## src/verilog/nabu_pkg.sv

```systemverilog
// Package of opcodes, types and constants for the nibble ALU and branch unit
package nabu_pkg;

    localparam int NABU_PC_W = 11;
    localparam int NABU_RAM_AW = 7;
    localparam logic [NABU_PC_W-1:0] NABU_PC_RESET = 11'h000;
    localparam logic [3:0] NABU_ACC_RESET = 4'h0;
    localparam logic [NABU_RAM_AW-1:0] NABU_PAGE_STRIDE = 7'h10;
    localparam int NABU_PAGE_LSB = 0;
    localparam int NABU_PAGE_W = 3;

    typedef enum logic [4:0]
    {
        NABU_NOP,
        NABU_ADD,
        NABU_ADC,
        NABU_ADU,
        NABU_SUB,
        NABU_SBC,
        NABU_AND,
        NABU_OR,
        NABU_XOR,
        NABU_JMP,
        NABU_JBIT,
        NABU_JZ,
        NABU_JNZ,
        NABU_JC,
        NABU_JNC,
        NABU_DECREMENT_SKIP_IF_ZERO,
        NABU_DECREMENT_SKIP_IF_NONZERO
    } nabu_op_e;

    // One instruction as issued by the sequencer
    typedef struct packed
    {
        logic valid;
        nabu_op_e op;
        logic use_wr;
        logic use_imm;
        logic write_back;
        logic [1:0] bit_sel;
        logic [3:0] imm;
        logic [NABU_PC_W-1:0] target;
    } nabu_instr_s;

    // Results to RAM / working register / sequencer
    typedef struct packed
    {
        logic [3:0] result_nibble_reg;
        logic carry_flag;
        logic zero_flag;
        logic wr_en;
        logic wr_to_wreg;
        logic [3:0] wr_data;
        logic pc_load;
        logic [NABU_PC_W-1:0] pc_target;
        logic skip;
        logic [NABU_RAM_AW-1:0] ind_addr;
    } nabu_state_s;

endpackage : nabu_pkg

```

## src/verilog/nabu_core.sv

```systemverilog
// Nibble ALU and branch unit datapath
`timescale 1ns/1ns
module nabu_core
    import nabu_pkg::*;
(
    // Clock and reset
    input wire logic clk,
    input wire logic resetn,
    // Instruction and operands
    input wire nabu_instr_s instr,
    input wire logic [3:0] mem_operand,
    input wire logic [3:0] wreg_operand,
    input wire logic [3:0] page_reg,
    input wire logic [3:0] ind_operand,
    // Results
    output nabu_state_s st
);

    nabu_state_s state_q;
    nabu_state_s state_d;

    always_comb
    begin
        logic [3:0] a;
        logic [3:0] b;
        logic [4:0] sum;
        logic cin;
        a = 4'h0;
        b = 4'h0;
        sum = 5'h00;
        cin = 1'b0;
        state_d = state_q;
        state_d.wr_en = 1'b0;
        state_d.pc_load = 1'b0;
        state_d.skip = 1'b0;
        state_d.wr_to_wreg = instr.use_wr;
        state_d.pc_target = instr.target;
        // Page offset computed every cycle; the RAM mux picks it when needed
        state_d.ind_addr = NABU_RAM_AW'({page_reg[NABU_PAGE_LSB +: NABU_PAGE_W]} * NABU_PAGE_STRIDE)
            + NABU_RAM_AW'(ind_operand);
        a = instr.use_wr ? wreg_operand : mem_operand;
        b = instr.use_imm ? instr.imm : state_q.result_nibble_reg;
        cin = state_q.carry_flag;
        if (instr.valid)
        begin
            case (instr.op)
                NABU_ADD, NABU_ADC, NABU_ADU:
                begin
                    sum = {1'b0, a} + {1'b0, b} + {4'h0, (instr.op == NABU_ADC) & cin};
                    state_d.result_nibble_reg = sum[3:0];
                    state_d.zero_flag = (sum[3:0] == 4'h0);
                    if (instr.op != NABU_ADU)
                        state_d.carry_flag = sum[4];
                    // Otherwise carry kept
                    state_d.wr_en = instr.write_back;
                    state_d.wr_data = sum[3:0];
                end
                NABU_SUB, NABU_SBC:
                begin
                    // Carry set means no borrow occurred
                    sum = {1'b0, a} - {1'b0, b} - {4'h0, (instr.op == NABU_SBC) & cin};
                    state_d.result_nibble_reg = sum[3:0];
                    state_d.zero_flag = (sum[3:0] == 4'h0);
                    state_d.carry_flag = ~sum[4];
                    state_d.wr_en = instr.write_back;
                    state_d.wr_data = sum[3:0];
                end
                NABU_AND, NABU_OR, NABU_XOR:
                begin
                    if (instr.op == NABU_AND)
                        sum[3:0] = a & b;
                    else if (instr.op == NABU_OR)
                        sum[3:0] = a | b;
                    else
                        sum[3:0] = a ^ b;
                    state_d.result_nibble_reg = sum[3:0];
                    state_d.zero_flag = (sum[3:0] == 4'h0);
                    state_d.wr_en = instr.write_back;
                    state_d.wr_data = sum[3:0];
                end
                NABU_JMP:
                    state_d.pc_load = 1'b1;
                NABU_JBIT:
                    state_d.pc_load = state_q.result_nibble_reg[instr.bit_sel];
                NABU_JZ:
                    state_d.pc_load = (state_q.result_nibble_reg == 4'h0);
                NABU_JNZ:
                    state_d.pc_load = (state_q.result_nibble_reg != 4'h0);
                NABU_JC:
                    state_d.pc_load = state_q.carry_flag;
                NABU_JNC:
                    state_d.pc_load = ~state_q.carry_flag;
                NABU_DECREMENT_SKIP_IF_ZERO, NABU_DECREMENT_SKIP_IF_NONZERO:
                begin
                    sum = {1'b0, mem_operand} - 5'h01;
                    state_d.result_nibble_reg = sum[3:0];
                    state_d.zero_flag = (sum[3:0] == 4'h0);
                    state_d.carry_flag = ~sum[4];
                    state_d.wr_en = 1'b1;
                    state_d.wr_to_wreg = 1'b0;
                    state_d.wr_data = sum[3:0];
                    state_d.skip = (instr.op == NABU_DECREMENT_SKIP_IF_ZERO) ? (sum[3:0] == 4'h0) : (sum[3:0] != 4'h0);
                end
                default:
                begin
                end
            endcase
        end
    end

    always_ff @(posedge clk or negedge resetn)
    begin
        if (!resetn)
        begin
            state_q <= '0;
            state_q.result_nibble_reg <= NABU_ACC_RESET;
            state_q.pc_target <= NABU_PC_RESET;
        end
        else
            state_q <= state_d;
    end

    assign st = state_q;

    // Operand picks mirrored for the checks below
    logic [3:0] chk_a;
    logic [3:0] chk_b;
    assign chk_a = instr.use_wr ? wreg_operand : mem_operand;
    assign chk_b = instr.use_imm ? instr.imm : st.result_nibble_reg;
endmodule : nabu_core

```

## config.mk

```make
export PLATFORM = sky130hd
export DESIGN_NAME = nabu_core
export DESIGN_NICKNAME = d
export VERILOG_FILES = /design/src/verilog/nabu_pkg.sv /design/src/verilog/nabu_core.sv
export SDC_FILE = /design/constraint.sdc
export NUM_CORES = 1
export LEC_CHECK = 0
export BUFFER_PORTS_ARGS = -buffer_cell sky130_fd_sc_hd__buf_2
export CAP_MARGIN = 10
export CELL_PAD_IN_SITES_DETAIL_PLACEMENT = 1
export CELL_PAD_IN_SITES_GLOBAL_PLACEMENT = 1
export CORE_MARGIN = 5
export CORE_UTILIZATION = 33
export CTS_BUF_LIST = sky130_fd_sc_hd__clkbuf_8 sky130_fd_sc_hd__clkbuf_16
export CTS_CLUSTER_SIZE = 30
export DETAILED_ROUTE_END_ITERATION = 7
export GPL_TIMING_DRIVEN = 0
export PLACE_DENSITY_LB_ADDON = 0.15
export SLEW_MARGIN = 30
export SYNTH_ARGS = -nofsm -noshare
export SYNTH_HDL_FRONTEND = slang
export SYNTH_SLANG_ARGS = --single-unit
```

## constraint.sdc

```tcl
create_clock -name clk -period 2.6 [get_ports clk]
set_input_delay 0.39 -clock clk [delete_from_list [all_inputs] [get_ports clk]]
set_output_delay 0.39 -clock clk [all_outputs]
set_load 0.01 [all_outputs]
```

* Word-level counts from Yosys, hierarchy flattened *
Cells that the tools add are included.

storage, ports and cells
  bits of input ports = 44
  register bits = 28
  word-level logic and storage cells = 75
  output and inout bits = 32

operators by class
  magnitude comparators = 1
  eq/ne operators = 18
  muxes and demuxes = 18
  bitwise operators = 8
  add/subtract/negate cells = 6
  reduce and logical (&&, ||, !) cells = 15

operators by type and width
  operator                                                             number
  5-bit by 4-bit == test with 1-bit output (second input constant)     8
  4-bit 2-to-1 mux                                                     6
  5-bit by 3-bit == test with 1-bit output (second input constant)     4
  4-bit zero test                                                      5
  4-bit case mux with 4 select lines                                   1
  4-bit nonzero test                                                   3
  5-bit by 2-bit == test with 1-bit output (second input constant)     2
  2-bit case mux with 4 select lines                                   1
  7-bit by 4-bit adder with 7-bit output                               1
  7-bit 2-to-1 mux                                                     1
  1-bit 2-to-1 mux                                                     6
  1-bit case mux with 6 select lines                                   1
  3-bit OR reduction                                                   2
  4-bit by 4-bit adder with 5-bit output                               1
  5-bit by 1-bit adder with 5-bit output                               1
  5-bit by 1-bit == test with 1-bit output (second input constant)     1
  5-bit == test (second input constant)                                1
  5-bit by 2-bit != test with 1-bit output (second input constant)     1
  4-bit by 1-bit subtractor with 5-bit output (second input constant)  1
  4-bit by 4-bit subtractor with 5-bit output                          1
  5-bit by 1-bit subtractor with 5-bit output                          1
  4-bit AND                                                            1
  4-bit bitwise OR                                                     1
  2-bit OR reduction                                                   2
  10 further kinds                                                     13

* Depth between registers and ports, before layout *
  depth in word-level cells = 9
  mapped depth = 11
  gate-level depth less buffers = 10

* Worst setup path before layout *
Ideal clock, no wire load.

  path kind = input to register
  from = in instr[22] (netlist bit)
  to = reg state_q, in the netlist st[23]
  required time = 2.461 ns
  cell stages on the path = 10
  setup slack = -0.560 ns
  setup time = 0.139 ns
  arrival time = 3.021 ns
  buffers on the path = 1
  cell sequence = clkbuf_1 > nor4b_2 > nand3_1 > fa_1 > ha_1 > or4_1 > o211ai_1 > nor3b_1 > a2111oi_0 > mux2i_1

on the way
  cells in the longest elaborated chain, start to end = 6
  elaborated cells between the ends (all ways) = 25
  those cells by class = add/sub: 2; eq/ne: 10; mux: 5; bitwise: 2; reduce/logical: 6

RTL lines
  item                                                                                                 RTL line          source
  from (decl)                                                                                          nabu_core.sv:10   input wire nabu_instr_s instr,
  parallel branches: the longest is 6 deep, another holds 5-bit by 1-bit subtractor with 5-bit output  --
  to (signal assigned)                                                                                 nabu_core.sv:120  state_q <= state_d;
  to (decl)                                                                                            nabu_core.sv:19   nabu_state_s state_q;

Parallel ways; which one is timed is not known. The select of a mux whose other input is x is not followed.
A chain may end at the register's enable or synchronous reset.

* Final worst setup path *
  from = in instr[21] (netlist bit)
  to = reg state_q, in the netlist st[23]

Same word-level chain as after synthesis.

==> results.env <==
POWER.SHARE.CLOCK_PCT=19.1
SYNTHTOPCELLSBYAREA='dfrtp_1, ha_1, fa_1'
RUN_STATUS='finished clean'
GRT_SETUP_UNREPAIRED='yes'
POST_SYNTH_INSTANCE_AREA_MM2=0.002051
GRT_START_MAX_NET_PINS=29
POWER.NET_SWITCHING_uW=649.8
STARTPOINT='instr[21]'
AREA_DELTA_SYNTH_FINAL_PCT=34.59
VIAS_IN_THE_FIRST_GLOBAL_ROUTE=1980
MAX_STAGE_DELAY_PS=510
DRT_ITER0_MARKERS=59
P_INT_uW=1128
CTS.HOLD.BUFFERS_ADDED=0
DIODES=0
SEQUENTIALPOWERSHARE_PCT=30.7
SYNTH.TOP_CELL.AREA_SHARE_PCT=34.17
CTS_NUM_SINKS=28
TIMING.CRITICAL_PATH.TO='st[23]'
PRIMARY_FF_MASTER_SYNTH='dfrtp_1'
VIAS_PER_CELL=5.077
CTS_TREE='built'
SYNTH_SEQ_CELLS=28
CLOCK_INSERTION_DELAY_WORST_SKEW_PS=270
TIMING.REG2REG.SETUP_SLACK_PS=190
REGTOREGSTARTPOINT='st[20]'
MIN_PERIOD_OVER_PERIOD_PCT=93.95
DRT-PASS1-ITER-COUNT=4
CLOCK_TREE.HTREE_LEVEL_COUNT=1
FINAL_UTIL_PCT=46.07
FINAL_LAYOUT_SIZE_SUFFIX_GT1_SHARE_PCT=40.69
SYNTH.YOSYS.SEQ_AREA_SHARE_PCT=34.17
MAX-VDD-IR-DROP_mV=0.4020
MAX_SLEW.WORST_PIN.SLEW_PS=609.3
FIRST_PASS_GRT_WIRE_LENGTH_UM=9839
FP.COREAREA_MM2=0.005991
WORST_R2R_PATH_DEPTH=9
START_UTIL_PCT=34.23
MAX_FREQ_MHz=409.4
VIAS=1853
WL_PER_CELL_UM=17.17
PWR-SHARE-COMB_PCT=50.2
CLK_PIN_SLEW_WORST_PATHS_PS=100
SYNTH.DISTINCT_CELLS=53
SYNTHESIS.INSTANCES=216
DIEHEIGHT_UM=88.83
CPLARGESTDELAYFAMILY='simple AND/OR/NAND/NOR gates'
CRITICAL_PATH_REQUIRED_PS=2750
SYNTH.LARGEST_AREA_CELL='dfrtp_1'
TIMING.MAX_CAP.VIOLATIONS=0
SYNTH-EDFF-COUNT=0
ANTENNA_FOUND_INITIAL=0
YOSYS.CELL_COUNT.TOP_TYPE='dfrtp_1'
POWER.LEAKAGE_uW=0.001320
DIE_AREA_MM2=0.007891
R2R_END='st[23]'
GRT.OVERFLOW.TOTAL=0
POST-DP-HPWL_UM=5317
SLEW_VIOLATIONS=0
ASYNC_FLOP_SHARE_PCT=100.0
TIMING.CRITICAL_PATH.CELLS='buf_12, nor4b_4, nand3_2, fa_2, ha_4, or4_1, o211ai_1, nor3b_2, a2111oi_2, mux2i_1'
GRT_USE_TOTAL_PCT=15.91
POWER.DENSITY_mW_PER_MM2=644.3
SLOWEST_STAGE='or4_1'
WORSTSETUPENDPOINTTYPE='flip-flop'
PLACE_CONGESTION=0.8501
SYNTH_NETS=278
SLEW_HEADROOM_PCT=59.38
NUM_ROWS=28
WORST_HOLD_PATH_TYPE='input port to async pin'
FINAL_NET_COUNT=353
CRITICAL_PATH_BUF_INV_COUNT=1
DRT.ANTENNA.VIOLATING_NETS=0
ARRIVAL_PS=2600
IO-PIN-COUNT=76
HOLD_VIOL=0
FINAL.FILL_COUNT=704
NET_SW_SHARE_PCT=36.54
SYNTHESIS.YOSYS.WARNINGS=0
FIN_CRIT_PS=2443
FINALHOLDWORSTSLACK_PS=114.3
FINAL.SETUP_SKEW_PS=1.473
SYNTH_COMMON_CELLS='dfrtp_1, nand2_1, inv_1'
CRIT_FANOUT=3
CTS_MADE_BUFFERS=3
PATH_CLASS='input port to flip-flop'
FINALSETUPVIOLCOUNT=0
CRITPATHLAUNCHTYPE='input port'
SYN_AREA_PER_CELL_UM2=9.494
CTS.PATH.MAX_BUFFERS=2
CTSROOTBUFFERMASTER='clkbuf_8'
WL_UM=6267
DRC=0
FP.DIEW_UM=88.83
LARGEST_REG_FLOPS=28
WORST-PATH-STAGES=10
PORT_BUFFERS=69
per-layer routing:
metal / global-route usage [%] / share of wire (%)
met2: 28.61 / 51
met1: 20.07 / 42
met3: 2.235 / 5.7
met5: 0 / 0
met4: 3.571 / 1.5
worst min path at each step:
stage	cells after the start	slack [ps]	to
final	1	110	st[19]
after global placement	1	440	st[9]
after CTS	1	140	st[19]
after floorplan	0	90	st[0]
after detailed placement	1	440	st[19]
after global routing	1	160	st[9]
cells in the final DEF (no fill, tap or decap), types with 4 or more instances in the layout:
| cell | count |
|---|---|
| ha_1 | 11 |
| a21oi_1 | 10 |
| o211ai_1 | 6 |
| o21ai_0 | 8 |
| xnor2_1 | 5 |
| clkbuf_8 | 5 |
| mux2i_1 | 6 |
| nor4_1 | 5 |
| buf_2 | 69 |
| inv_1 | 14 |
| o21a_1 | 4 |
| nand2_1 | 18 |
| nor2_1 | 15 |
| fa_2 | 4 |
| nor3_1 | 5 |
| dfrtp_1 | 27 |
| buf_4 | 10 |
cell families after synthesis:
group	synth area share, %
muxes	6.650
AOI/OAI and AO/OA	16.78
adders and majority gates	12.45
DFF	34.17
buffers and inverters	7.322
and+or+nand+nor	19.65
xor gates and xnor gates	2.990
timing repair:
| action | 4_1_cts | 5_1_grt |
|---|---|---|
| hold endpoints to repair | 0 | 0 |
| setup endpoints to repair | 4 | 3 |
| pin swaps | 6 | 3 |
| buffers inserted | 5 | 0 |
| gates resized for setup | 18 | 9 |
per-stage QoR:
step	setup slack [ps]	total power (µW)	std cells	area, µm²	setup TNS (ps)
2_1_floorplan	-232.8	1080	216	2123	-335.7
3_3_place_gp	-738.0	1346	360	2562	-2536
3_5_place_dp	-763.1	1365	360	2562	-2721
4_1_cts	-55.27	1757	366	2718	-55.27
5_1_grt	-28.33	1908	365	2760	-28.33
6_report	157.4	1778	365	2760	0
layout make-up:
class,instances,area [µm²],share of cell area [%]
Clock inverter,1,30.03,1.088
Tap cell,75,93.84,3.400
Sequential cell,28,701.9,25.43
Clock buffer,3,41.29,1.496
Buffer,12,106.4,3.853
Inverter,16,60.06,2.176
Timing Repair Buffer,74,404.1,14.64
Multi-Input combinational cell,156,1323,47.91
power groups by stage:
| stage | Clock [µW] | Sequential (µW) | Combinational [µW] |
|---|---|---|---|
| global placement | 0 | 562 | 784 |
| detailed placement | 0 | 563 | 802 |
| global route | 365 | 557 | 986 |
| CTS | 346 | 543 | 868 |
| finish | 339 | 546 | 893 |
| floorplan | 0 | 573 | 507 |
(Power assumes the default switching activity.)
